==> config.mk <==
export PLATFORM = sky130hd
export DESIGN_NAME = fctrim_top
export DESIGN_NICKNAME = d
export VERILOG_FILES = /design/src/rtl/fctrim_pkg.sv /design/src/rtl/fctrim_store.sv /design/src/rtl/fctrim_top.sv
export SDC_FILE = /design/constraint.sdc
export NUM_CORES = 1
export LEC_CHECK = 0
export ABC_AREA = 1
export BUFFER_PORTS_ARGS = -buffer_cell sky130_fd_sc_hd__buf_2
export CORE_UTILIZATION = 48
export CTS_CLUSTER_SIZE = 14
export DETAILED_ROUTE_END_ITERATION = 12
export HOLD_SLACK_MARGIN = 0.08
export PLACE_DENSITY = 0.74
export SYNTH_ARGS = -nofsm -noshare
export SYNTH_HDL_FRONTEND = slang
export SYNTH_HIERARCHICAL = 1
export SYNTH_SLANG_ARGS = --single-unit
export TNS_END_PERCENT = 20
==> constraint.sdc <==
create_clock -name REF_CLK -period 1.96 [get_ports REF_CLK]
set_clock_uncertainty 0.2 [all_clocks]
set_input_delay 0.294 -clock REF_CLK [delete_from_list [all_inputs] [get_ports REF_CLK]]
set_output_delay 0.294 -clock REF_CLK [all_outputs]
set_load 0.02 [all_outputs]
==> src/rtl/fctrim_pkg.sv <==
// Package: register map, field layouts and reset values of the flash config block
package fctrim_pkg;
    // ----------------------------------------
    // Register offsets
    // ----------------------------------------
    localparam logic [11:0] FCT_ADDR_FREQ_HI = 12'hffa;
    localparam logic [11:0] FCT_ADDR_FREQ_LO = 12'hffb;
    localparam logic [11:0] FCT_ADDR_GUARD = 12'hff9;
    localparam logic [11:0] FCT_ADDR_TRIM_IDX = 12'hff6;
    localparam logic [11:0] FCT_ADDR_TRIM_DAT = 12'hff7;
    localparam logic [11:0] FCT_ADDR_USER_OPT0 = 12'hff4;
    localparam logic [11:0] FCT_ADDR_USER_OPT1 = 12'hff5;
    // ----------------------------------------
    // Reset values and layout
    // ----------------------------------------
    localparam logic [7:0] FCT_FREQ_RST = 8'h00;
    localparam logic [7:0] FCT_GUARD_RST = 8'h00;
    localparam logic [4:0] FCT_TRIM_IDX_RST = 5'h00;
    localparam int FCT_TRIM_BYTES = 32;
    localparam logic [6:0] FCT_TRIM_INFO_BASE = 7'h20;
    localparam int FCT_SECTOR_BYTES = 512;
    localparam logic [7:0] FCT_READ_NONE = 8'h00;

    typedef struct packed {
        logic [11:0] addr;
        logic [7:0] wdata;
        logic wr;
        logic rd;
    } fct_bus_req_t;

    typedef struct packed {
        logic [6:0] addr;
        logic [7:0] data;
        logic wr;
    } fct_trim_wr_t;
endpackage : fctrim_pkg

==> src/rtl/fctrim_store.sv <==
// Trim byte working store, cleared by reset and loaded from the factory copy on the load strobe
module fctrim_store
    import fctrim_pkg::*;
(
    // Clock and reset
    input wire logic clk,
    input wire logic rst_b,
    // Factory copy and load strobe
    input wire logic [FCT_TRIM_BYTES*8-1:0] factory,
    input wire logic load,
    // Access port
    input wire logic [4:0] idx,
    input wire logic wr,
    input wire logic [7:0] wdata,
    output logic [7:0] rdata
);
    logic [7:0] mem_q [FCT_TRIM_BYTES];

    always_ff @(posedge clk or negedge rst_b) begin
        if (!rst_b) begin
            for (int i = 0; i < FCT_TRIM_BYTES; i++) begin
                mem_q[i] <= 8'h00;
            end
        end else if (load) begin
            for (int i = 0; i < FCT_TRIM_BYTES; i++) begin
                mem_q[i] <= factory[i*8 +: 8];
            end
        end else if (wr) begin
            mem_q[idx] <= wdata;
        end
    end

    assign rdata = mem_q[idx];
endmodule : fctrim_store

==> src/rtl/fctrim_top.sv <==
// Flash configuration, option and trim access block
// Operation
// - One guard bit per 512-byte program memory sector.
// - Frequency value is high byte over low byte, sixteen bits.
// - User options come from first two program memory bytes.
// - Factory trim values survive program memory erase.
// - Working trim copies restored from factory on every reset.
// - Trim data write replaces the addressed working trim byte.
// - Trim data read returns the addressed working trim byte.
// - Trim indices reach only information locations 20 to 3F.
// - Serial number in information page survives mass erase.
module fctrim_top
    import fctrim_pkg::*;
(
    // Clock and reset
    input wire logic REF_CLK,
    input wire logic RST_B,
    // Register port
    input wire logic [11:0] REG_ADDR,
    input wire logic [7:0] REG_WDATA,
    input wire logic REG_WR,
    input wire logic REG_RD,
    output logic [7:0] REG_RDATA,
    // Nonvolatile contents seen by this block
    input wire logic [15:0] PROG_MEM_OPT,
    input wire logic [FCT_TRIM_BYTES*8-1:0] INFO_TRIM_FACTORY,
    // Configuration toward flash controller
    output logic [15:0] FLASH_CLOCK_KHZ_VALUE,
    output logic [7:0] SECTOR_GUARD_BITS,
    output logic [15:0] USER_OPTION_BITS,
    output logic [6:0] TRIM_INFO_ADDR
);
    // ----------------------------------------
    // Register port decode
    // ----------------------------------------
    fct_bus_req_t req;
    logic [7:0] freq_hi_q;
    logic [7:0] freq_lo_q;
    logic [7:0] guard_q;
    logic [4:0] trim_idx_q;
    logic [7:0] rdata_q;
    logic [7:0] rdata_d;
    logic load_q;
    logic [7:0] trim_rdata;

    assign req = '{addr: REG_ADDR, wdata: REG_WDATA, wr: REG_WR, rd: REG_RD};

    wire hit_hi = req.addr == FCT_ADDR_FREQ_HI;
    wire hit_lo = req.addr == FCT_ADDR_FREQ_LO;
    wire hit_guard = req.addr == FCT_ADDR_GUARD;
    wire hit_idx = req.addr == FCT_ADDR_TRIM_IDX;
    wire hit_dat = req.addr == FCT_ADDR_TRIM_DAT;
    wire hit_opt0 = req.addr == FCT_ADDR_USER_OPT0;
    wire hit_opt1 = req.addr == FCT_ADDR_USER_OPT1;
    // Any mapped register; everything else reads as zero
    wire hit_any = hit_hi | hit_lo | hit_guard | hit_idx | hit_dat | hit_opt0 | hit_opt1;
    // only trim data write hits the store
    wire trim_wr = req.wr && hit_dat && !load_q;

    // ----------------------------------------
    // Configuration registers
    // ----------------------------------------
    // each byte written directly
    always_ff @(posedge REF_CLK or negedge RST_B) begin
        if (!RST_B) begin
            freq_hi_q <= FCT_FREQ_RST;
            freq_lo_q <= FCT_FREQ_RST;
            guard_q <= FCT_GUARD_RST;
            trim_idx_q <= FCT_TRIM_IDX_RST;
        end else if (req.wr) begin
            if (hit_hi) begin
                freq_hi_q <= req.wdata;
            end
            if (hit_lo) begin
                freq_lo_q <= req.wdata;
            end
            if (hit_guard) begin
                guard_q <= req.wdata;
            end
            // Upper index bits dropped: index stays in 00-1F
            if (hit_idx) begin
                trim_idx_q <= req.wdata[4:0];
            end
        end
    end

    // restore copies one cycle after reset release
    always_ff @(posedge REF_CLK or negedge RST_B) begin
        if (!RST_B) begin
            load_q <= 1'b1;
        end else begin
            load_q <= 1'b0;
        end
    end

    // factory copy is input only, never written
    fctrim_store u_store (
        .clk(REF_CLK),
        .rst_b(RST_B),
        .factory(INFO_TRIM_FACTORY),
        .load(load_q),
        .idx(trim_idx_q),
        .wr(trim_wr),
        .wdata(req.wdata),
        .rdata(trim_rdata)
    );

    // ----------------------------------------
    // Read data
    // ----------------------------------------
    // addressed working byte on trim data read
    assign rdata_d = !req.rd ? FCT_READ_NONE :
                     hit_hi ? freq_hi_q :
                     hit_lo ? freq_lo_q :
                     hit_guard ? guard_q :
                     hit_idx ? {3'h0, trim_idx_q} :
                     hit_dat ? trim_rdata :
                     hit_opt0 ? PROG_MEM_OPT[7:0] :
                     hit_opt1 ? PROG_MEM_OPT[15:8] : FCT_READ_NONE;

    always_ff @(posedge REF_CLK or negedge RST_B) begin
        if (!RST_B) begin
            rdata_q <= FCT_READ_NONE;
        end else begin
            rdata_q <= rdata_d;
        end
    end

    // ----------------------------------------
    // Outputs
    // ----------------------------------------
    assign REG_RDATA = rdata_q;
    assign FLASH_CLOCK_KHZ_VALUE = {freq_hi_q, freq_lo_q};
    assign SECTOR_GUARD_BITS = guard_q;
    // options read live, so erasing page zero clears them
    assign USER_OPTION_BITS = PROG_MEM_OPT;
    assign TRIM_INFO_ADDR = FCT_TRIM_INFO_BASE | {2'b00, trim_idx_q};
    // serial bytes lie outside the trim window, never reachable

    // ----------------------------------------
    // Frequency checks
    // ----------------------------------------
    property p_freq_concat;
        @(posedge REF_CLK) disable iff (!RST_B)
        (REG_WR && REG_ADDR == FCT_ADDR_FREQ_HI) |=> FLASH_CLOCK_KHZ_VALUE[15:8] == $past(REG_WDATA);
    endproperty
    a_freq_concat: assert property (p_freq_concat) else $error("freq high byte not applied");

    property p_freq_lo;
        @(posedge REF_CLK) disable iff (!RST_B)
        (REG_WR && REG_ADDR == FCT_ADDR_FREQ_LO) |=> REG_RD && REG_ADDR == FCT_ADDR_FREQ_LO
            |=> REG_RDATA == $past(REG_WDATA, 2);
    endproperty
    a_freq_lo: assert property (p_freq_lo) else $error("freq low byte readback wrong");

    property p_freq_lo_out;
        @(posedge REF_CLK) disable iff (!RST_B)
        (REG_WR && REG_ADDR == FCT_ADDR_FREQ_LO) |=> FLASH_CLOCK_KHZ_VALUE[7:0] == $past(REG_WDATA);
    endproperty
    a_freq_lo_out: assert property (p_freq_lo_out) else $error("freq low byte not applied");

    property p_freq_hi_hold;
        @(posedge REF_CLK) disable iff (!RST_B)
        (REG_WR && REG_ADDR == FCT_ADDR_FREQ_LO) |=> $stable(FLASH_CLOCK_KHZ_VALUE[15:8]);
    endproperty
    a_freq_hi_hold: assert property (p_freq_hi_hold) else $error("freq high byte moved on low write");

    property p_freq_lo_hold;
        @(posedge REF_CLK) disable iff (!RST_B)
        (REG_WR && REG_ADDR == FCT_ADDR_FREQ_HI) |=> $stable(FLASH_CLOCK_KHZ_VALUE[7:0]);
    endproperty
    a_freq_lo_hold: assert property (p_freq_lo_hold) else $error("freq low byte moved on high write");

    property p_freq_hi_rd;
        @(posedge REF_CLK) disable iff (!RST_B)
        (REG_RD && REG_ADDR == FCT_ADDR_FREQ_HI) |=> REG_RDATA == $past(FLASH_CLOCK_KHZ_VALUE[15:8]);
    endproperty
    a_freq_hi_rd: assert property (p_freq_hi_rd) else $error("freq high byte readback wrong");

    property p_freq_keep;
        @(posedge REF_CLK) disable iff (!RST_B)
        !(REG_WR && (hit_hi || hit_lo)) |=> $stable(FLASH_CLOCK_KHZ_VALUE);
    endproperty
    a_freq_keep: assert property (p_freq_keep) else $error("freq value changed without write");

    // ----------------------------------------
    // Guard register checks
    // ----------------------------------------

    property p_guard;
        @(posedge REF_CLK) disable iff (!RST_B)
        (REG_WR && REG_ADDR == FCT_ADDR_GUARD) |=> SECTOR_GUARD_BITS == $past(REG_WDATA);
    endproperty
    a_guard: assert property (p_guard) else $error("guard bits not stored");

    property p_guard_keep;
        @(posedge REF_CLK) disable iff (!RST_B)
        !(REG_WR && hit_guard) |=> $stable(SECTOR_GUARD_BITS);
    endproperty
    a_guard_keep: assert property (p_guard_keep) else $error("guard bits changed without write");

    property p_guard_rd;
        @(posedge REF_CLK) disable iff (!RST_B)
        (REG_RD && hit_guard) |=> REG_RDATA == $past(SECTOR_GUARD_BITS);
    endproperty
    a_guard_rd: assert property (p_guard_rd) else $error("guard readback wrong");

    // ----------------------------------------
    // Trim checks
    // ----------------------------------------

    property p_trim_rt;
        @(posedge REF_CLK) disable iff (!RST_B)
        (REG_WR && REG_ADDR == FCT_ADDR_TRIM_DAT && !load_q) ##1
            (REG_RD && REG_ADDR == FCT_ADDR_TRIM_DAT) |=> REG_RDATA == $past(REG_WDATA, 2);
    endproperty
    a_trim_rt: assert property (p_trim_rt) else $error("trim byte not replaced");

    property p_trim_rd;
        @(posedge REF_CLK) disable iff (!RST_B)
        (REG_RD && REG_ADDR == FCT_ADDR_TRIM_DAT) |=> REG_RDATA == $past(trim_rdata);
    endproperty
    a_trim_rd: assert property (p_trim_rd) else $error("trim read wrong byte");

    property p_trim_wr;
        @(posedge REF_CLK) disable iff (!RST_B)
        (REG_WR && hit_dat && !load_q) |=> trim_rdata == $past(REG_WDATA);
    endproperty
    a_trim_wr: assert property (p_trim_wr) else $error("trim write not stored");

    property p_trim_rd_keep;
        @(posedge REF_CLK) disable iff (!RST_B)
        (REG_RD && hit_dat && !load_q) |=> $stable(trim_rdata);
    endproperty
    a_trim_rd_keep: assert property (p_trim_rd_keep) else $error("trim read disturbed byte");

    property p_idx_wr;
        @(posedge REF_CLK) disable iff (!RST_B)
        (REG_WR && hit_idx) |=> TRIM_INFO_ADDR == {2'b01, $past(REG_WDATA[4:0])};
    endproperty
    a_idx_wr: assert property (p_idx_wr) else $error("trim index not applied");

    property p_idx_rd;
        @(posedge REF_CLK) disable iff (!RST_B)
        (REG_RD && hit_idx) |=> REG_RDATA == {3'h0, $past(TRIM_INFO_ADDR[4:0])};
    endproperty
    a_idx_rd: assert property (p_idx_rd) else $error("trim index readback wrong");

    property p_idx_hold;
        @(posedge REF_CLK) disable iff (!RST_B)
        !(REG_WR && hit_idx) |=> $stable(TRIM_INFO_ADDR);
    endproperty
    a_idx_hold: assert property (p_idx_hold) else $error("trim index changed without write");

    property p_restore;
        @(posedge REF_CLK) disable iff (!RST_B)
        load_q |=> trim_rdata == $past(INFO_TRIM_FACTORY[trim_idx_q*8 +: 8]);
    endproperty
    a_restore: assert property (p_restore) else $error("trim not restored");

    property p_load_once;
        @(posedge REF_CLK) disable iff (!RST_B)
        load_q |=> !load_q;
    endproperty
    a_load_once: assert property (p_load_once) else $error("trim load lasted too long");

    property p_window;
        @(posedge REF_CLK) disable iff (!RST_B)
        TRIM_INFO_ADDR >= 7'h20 && TRIM_INFO_ADDR <= 7'h3f;
    endproperty
    a_window: assert property (p_window) else $error("trim address outside window");

    // ----------------------------------------
    // Read port checks
    // ----------------------------------------

    property p_opt;
        @(posedge REF_CLK) disable iff (!RST_B)
        (REG_RD && REG_ADDR == FCT_ADDR_USER_OPT1) |=> REG_RDATA == $past(PROG_MEM_OPT[15:8]);
    endproperty
    a_opt: assert property (p_opt) else $error("user option read wrong");

    property p_opt0;
        @(posedge REF_CLK) disable iff (!RST_B)
        (REG_RD && hit_opt0) |=> REG_RDATA == $past(PROG_MEM_OPT[7:0]);
    endproperty
    a_opt0: assert property (p_opt0) else $error("user option low byte read wrong");

    property p_rd_idle;
        @(posedge REF_CLK) disable iff (!RST_B)
        !REG_RD |=> REG_RDATA == FCT_READ_NONE;
    endproperty
    a_rd_idle: assert property (p_rd_idle) else $error("read data outside read cycle");

    property p_rd_unmapped;
        @(posedge REF_CLK) disable iff (!RST_B)
        (REG_RD && !hit_any) |=> REG_RDATA == FCT_READ_NONE;
    endproperty
    a_rd_unmapped: assert property (p_rd_unmapped) else $error("unmapped read not zero");
endmodule : fctrim_top

==> out/results.txt, run 1 <==
final hold violations: 0
crit share post-route: 124%
global route overflow: 0
CP cell instances: buf_12 -> clkbuf_16 -> buf_4 -> nor2_4 -> nand2_2 -> buf_4 -> nor2_4 -> buf_6 -> inv_1 -> o211ai_1
cell area after synthesis: 0.0165 sq mm
slew of the pin with the lowest slew margin: 523 ps
Setup Crit Path Kind: flop to flop
crit path capture type: flop
Final Instance Area: 0.0256 sq mm
largest net degree at the start of global routing: 102
top post-synthesis cells by area: dfrtp_1 (44%), nand2_1 (33%), nand3_1 (5.4%), a21boi_0 (2.9%), a22oi_1 (1.8%)
initial antenna violation count: 2
Max-slew headroom: 65.1%
PD cells: 640 mW/mm^2
die span in x: 188 um
Final TNS setup: -60020 ps
GPL Wtd Cong: 0.998
drt pass-1 iters: 8
Layout area overhead: 55.2%
type of origin of the critical path: flop
post-route ant nets: 0
Static Leakage: 13.3 nW
WP data arrival: 2640 ps
Worst Path Buf+Inv: 6
post-route setup slack: -472 ps
I/O pin cnt: 351
Via density: 5.88
initial DRC count: 2861
vias in the first global route: 20600
root buf cell: clkbuf_16
CTS tree: built
dpl cells: 3247
clk sink count: 294
Post-synth EDFFs: 0
Die H: 188 um
max-cap violations: 0
standard-cell rows: 67
detailed placer's ending HPWL: 43800 um
Synth Flop Type: dfrtp_1
Critical Path RT: 2170 ps
core footprint: 0.0337 sq mm
unrepaired setup endpoints after global routing: yes
via count: 21300
share of cells above drive strength 1: 28.3%
critical path's slowest cell: dfrtp_4
fin. max-slew vios: 0
WL per Instance: 22.0 um
initial core utilization: 49.0%
CTS Buffer Depth: 3
sequential area share after synthesis: 44.5%
Die ar.: 0.0352 sq mm
DRT Wirelength: 79900 um
placed cell area: 0.0200 sq mm
async set-reset flop share out of synthesis: 100%
clk slew on worst S/H paths: 60 ps
delay-heaviest family, CP: buffers and inverters
Layout Nets: 3447
Worst-Skew Late Latency: 520 ps
Peak Freq: 411 MHz
pre-CTS setup slack: -539 ps
YS warnings: 6
status: finished with violations
Non-Filler Instances: 3624
GR Util All Layers: 42.2%
top-area cell type share of the netlist area: 44.4%
Max VDD drop: 535 uV
fill count: 2223
H-tree depth: 2
final setup fails: 266
fin crit period: 2430 ps
Port-buffer cells: 348
CP max FO: 10
DRC: 0
worst hold path type: primary input to flop
area leader, netlist: dfrtp_1
number of synthesized register bits: 294
cts bufs inserted: 34
syn_area_per_cell: 6.82 sq um
critical path's largest stage delay: 590 ps
Hold WS: 98.6 ps
Unique masters post-synth: 32
failing checks: negative setup slack
first-pass GRT wire length: 115000 um
Syn Inst Count: 2424
[where the power goes]
part	internal [mW]	switching [mW]
Combinational	1.25	1.62
Sequential	6.55	0.348
Clock	4.04	2.61
Total	11.8	4.57
[through the flow]
step           util (%)  power (mW)
4_1_cts            73.3        16.1
3_3_place_gp       59.3        8.92
5_1_grt            76.1        16.9
3_5_place_dp       59.3        8.97
6_report           76.1        16.4
2_1_floorplan         -        7.94
[worst reg2reg max path, cell delays in order, from the launching register on]
cell	delay [ps]
dfrtp_4	590
buf_12	210
clkbuf_16	180
buf_4	150
nor2_4	100
nand2_2	100
buf_4	150
nor2_4	170
buf_6	140
inv_1	70
o211ai_1	280
[placed cells by master (no fill, tap or decap), types with 4 or more instances in the layout]
cell	count
a21boi_0	11
a21boi_1	36
a21boi_2	17
a21oi_1	16
a22oi_1	32
a22oi_2	8
buf_12	27
buf_16	13
buf_2	346
buf_4	112
buf_6	39
clkbuf_1	5
clkbuf_16	50
clkbuf_8	6
clkinv_2	5
dfrtp_1	289
dlygate4sd3_1	267
inv_1	40
inv_2	6
nand2_1	1327
nand2_2	127
nand2_4	14
nand3_1	169
nand3_2	8
nor2_1	22
nor2_2	19
nor2_4	60
nor3_2	4
o211ai_1	26
o21ai_0	19
o21ai_1	7
o21ai_2	8
[area by class of cell]
cell class	count	area [sq um]	share of cell area, %
timing repair inverter	2	20.0	0.0781
timing repair buffer	820	6970	27.2
tap	448	561	2.19
antenna	3	7.51	0.0293
clock inverter	10	130	0.507
inverter	55	243	0.947
sequential	294	7370	28.7
clock buffer	48	1030	4.01
multi-input combinational	1944	9320	36.3
[layer usage]
layer,routed length (um),global-route usage (%)
met1,27000,51.9
met2,36000,68.3
met3,10100,8.50
met4,6740,25.9
met5,0,0
[synthesized netlist by cell type (22+ instances only)]
cell,instances
inv_1,49
nor2_2,24
buf_4,22
clkbuf_1,68
nand2_1,1463
buf_2,31
o21ai_0,22
o211ai_1,26
nand3_1,177
a21boi_0,64
a22oi_1,40
nor2_1,70
dfrtp_1,293
[repair_timing]
item | in CTS | in global routing
buffers inserted | 12 | 13
hold endpoints to repair | 578 | 0
gates cloned | 10 | 16
hold buffers | 267 | 0
pin swaps | 35 | 82
gates resized for setup | 204 | 169
endpoints found under the setup margin | 223 | 265
[logic make-up (layout without fill, tap and decap cells)]
logic type | count (synthesis) | in the layout | share of synthesized area (%)
DFF | 294 | 294 | 44.5
AOI/OAI and AO/OA | 180 | 180 | 7.60
and+or+nand+nor | 1761 | 1761 | 42.7
buffers and inverters | 187 | 935 | 5.16
other | 2 | 6 | 0.0454
[state kept, by name, summed over array words and instances (netlist names)]
| signal | flops |
|---|---|
| freq_lo_q | 8 |
| u_store/mem_q | 256 |
| load_q | 1 |
| REG_RDATA | 8 |
| freq_hi_q | 8 |
| SECTOR_GUARD_BITS | 8 |
| trim_idx_q | 5 |
[final timing paths]
check | start | endpoint | slack (ps) | depth (start not counted)
max | trim_idx_q[0] | u_store/mem_q[43] | -470 | 10
min | PROG_MEM_OPT[3] | REG_RDATA[3] | 100 | 7
max reg2reg | trim_idx_q[0] | u_store/mem_q[43] | -470 | 10
min reg2reg | u_store/mem_q[136] | u_store/mem_q[136] | 280 | 2
max in group asynchronous | RST_B | u_store/mem_q[151] | 740 | 3
min in group asynchronous | RST_B | u_store/mem_q[198] | 120 | 2
(Power assumes the default switching activity.)
==> run 2, diff against run 1 <==
--- a/config.mk
+++ b/config.mk
@@ -7,11 +7,10 @@
 export LEC_CHECK = 0
 export ABC_AREA = 1
 export BUFFER_PORTS_ARGS = -buffer_cell sky130_fd_sc_hd__buf_2
-export CORE_UTILIZATION = 48
+export CORE_UTILIZATION = 40
 export CTS_CLUSTER_SIZE = 14
 export DETAILED_ROUTE_END_ITERATION = 12
 export HOLD_SLACK_MARGIN = 0.08
-export PLACE_DENSITY = 0.74
 export SYNTH_ARGS = -nofsm -noshare
 export SYNTH_HDL_FRONTEND = slang
 export SYNTH_HIERARCHICAL = 1
==> run 2 against run 1 <==
  * The flow still finishes with violations (negative setup slack)
  * First-iteration DRC count down 34%
  * Via count down 10%
  * Critical path type unchanged
  * Setup slack better by 120 ps
==> out/results.txt, run 2 (same netlist as run 1, synthesis figures left out) <==
failing checks: negative setup slack
WP data arrival: 2530 ps (-110 ps)
die span in x: 205 um (+9.4%)
worst hold path type: primary input to flop
final setup fails: 237 (-11%)
placed cell area: 0.0204 sq mm (+2.0%)
Ant. Diodes: 0 (-3)
initial DRC count: 1875 (-34%)
fin. max-slew vios: 0 (unchanged)
clk slew on worst S/H paths: 60 ps (about the same)
Die H: 205 um (+9.4%)
first-pass GRT wire length: 106000 um (-8.2%)
Max VDD drop: 471 uV (-12%)
PD cells: 658 mW/mm^2 (+2.8%)
crit path capture type: flop
CP dominant cell by count: nand2_1
Via density: 5.12 (-13%)
Final Instance Area: 0.0252 sq mm (-1.9%)
Setup Crit Path Kind: flop to flop
root buf cell: clkbuf_16
status: finished with violations
final hold violations: 0 (unchanged)
Most flops, register: u_store/mem_q
vias in the first global route: 19100 (-7.5%)
GPL Wtd Cong: 0.908 (-9.0%)
Max-slew headroom: 63.9% (-1.2 points)
initial antenna violation count: 0 (-2)
Layout area overhead: 52.3%
Static Leakage: 13.2 nW (-0.99%)
critical path's largest stage delay: 520 ps (-70 ps)
slew of the pin with the lowest slew margin: 541 ps (+18.3 ps)
clk sink count: 294 (unchanged)
I/O pin cnt: 351 (unchanged)
post-route setup slack: -355 ps (+117 ps)
Port-buffer cells: 348 (unchanged)
max reg flops: 256 (unchanged)
CTS Buffer Depth: 3 (unchanged)
cts bufs inserted: 35 (+2.9%)
fin crit period: 2320 ps (-117 ps)
Die ar.: 0.0421 sq mm (+20%)
type of origin of the critical path: flop
GR Util All Layers: 32.8% (-9.4 points)
post-route ant nets: 0 (unchanged)
max-cap violations: 0 (unchanged)
H-tree depth: 2 (unchanged)
DRT Wirelength: 70100 um (-12%)
DRC: 0 (unchanged)
CTS tree: built
CP cell instances: buf_12 -> clkbuf_16 -> nand2_1 -> nand2_1 -> nand2_2 -> nand2_2 -> nand2_2 -> nand2_1 -> nor2_1 -> nand2_1 -> nand3_1 -> nand2_1 -> o21ai_1 -> nand3_1 -> nand2_1 -> inv_1
Peak Freq: 432 MHz (+5.0%)
global route overflow: 0 (unchanged)
Layout Nets: 3460 (+0.38%)
commonest non-fill, non-tap cells in the layout: nand2_1 (1403), buf_2 (347), dfrtp_1 (291)
WL per Instance: 18.8 um (-15%)
post-route core utilization: 61.6% (-14 points)
largest net degree at the start of global routing: 66 (-35%)
pre-CTS setup slack: -507 ps (+32.2 ps)
standard-cell rows: 74 (+10%)
Critical Path RT: 2180 ps (about the same)
CP max FO: 9 (-1)
critical path's slowest cell: dfrtp_4
drt pass-1 iters: 6 (-2)
Worst-Skew Late Latency: 530 ps (about the same)
detailed placer's ending HPWL: 48400 um (+11%)
most common cell after layout, fill and taps aside: nand2_1
crit share post-route: 118% (-6.0 points)
via count: 19100 (-10%)
unrepaired setup endpoints after global routing: yes
share of cells above drive strength 1: 24.6% (-3.7 points)
core footprint: 0.0408 sq mm (+21%)
initial core utilization: 40.5% (-8.6 points)
## run 2: cell types whose count changed in the layout (fill, tap and decap cells not counted), moves of 10 or more
cell	change
nand2_1	+76
nand2_2	-66
a21boi_0	+39
buf_4	+33
a21boi_1	-23
buf_6	-22
nor2_4	-18
a21boi_2	-16
buf_12	+10
## run 2: layout make-up
class / count / area, sq um
Fill cell: 3646 / 15700
Multi-Input combinational cell: 1944 / 8820
Sequential cell: 294 / 7370
Timing Repair Buffer: 834 / 6850
Clock buffer: 52 / 1060
Tap cell: 532 / 666
Inverter: 55 / 226
Clock inverter: 10 / 178
## run 2: what timing repair did
action	4_1_cts	5_1_grt
pin swaps	15	13
hold buffers	274	0
gates resized for setup	90	63
endpoints found under the setup margin	230	264
hold endpoints to repair	581	0
cloned	4	5
buffers inserted	11	4
## run 2: critical path: cells and delay by family (launching register included)
kind,cells,cell delay [ps]
buffers and inverters,3,390
AO/OA/AOI/OAI,1,120
flip-flops,1,520
AND/OR/NAND/NOR,12,960
## run 2: power by group
part | internal [mW] | switching [mW]
clock network | 4.40 | 2.63
registers | 6.55 | 0.317
logic | 1.21 | 1.45
total | 12.2 | 4.40
## run 2: metal layers
metal  routed length [um]  part of all wire (%)  up-vias  global-route usage [%]
met5                    0                     0        -                       0
met4                 2540                   3.6        0                    12.8
met3                 4360                   6.2      158                    3.79
li1                     -                     -     9095                       -
met1                29500                    42     9013                    43.5
met2                33600                    48      795                    54.7
## run 2: path summary, 6_finish.rpt
| kind | from | end | slack (ps) | cells past startpoint |
|---|---|---|---|---|
| worst max-delay path | trim_idx_q[0] | REG_RDATA[3] | -360 | 16 |
| worst min-delay path | PROG_MEM_OPT[3] | REG_RDATA[3] | 80 | 7 |
| worst max register to register | trim_idx_q[0] | REG_RDATA[3] | -360 | 16 |
| worst min register to register | u_store/mem_q[28] | u_store/mem_q[28] | 280 | 2 |
| max in group asynchronous | RST_B | u_store/mem_q[214] | 650 | 3 |
| min in group asynchronous | RST_B | freq_lo_q[4] | 110 | 2 |
## run 2: stage by stage
| step | setup TNS (ps) | instances | power (mW) | hold WS [ps] |
|---|---|---|---|---|
| 2_1_floorplan | -53700 | 2425 | 7.94 | -202 |
| 3_3_place_gp | -71240 | 3361 | 9.04 | 46.2 |
| 3_5_place_dp | -70490 | 3361 | 9.08 | 49.2 |
| 4_1_cts | -19910 | 3712 | 16.5 | 80.3 |
| 5_1_grt | -32200 | 3721 | 17.2 | 103 |
| 6_report | -13680 | 3721 | 16.6 | 81.0 |
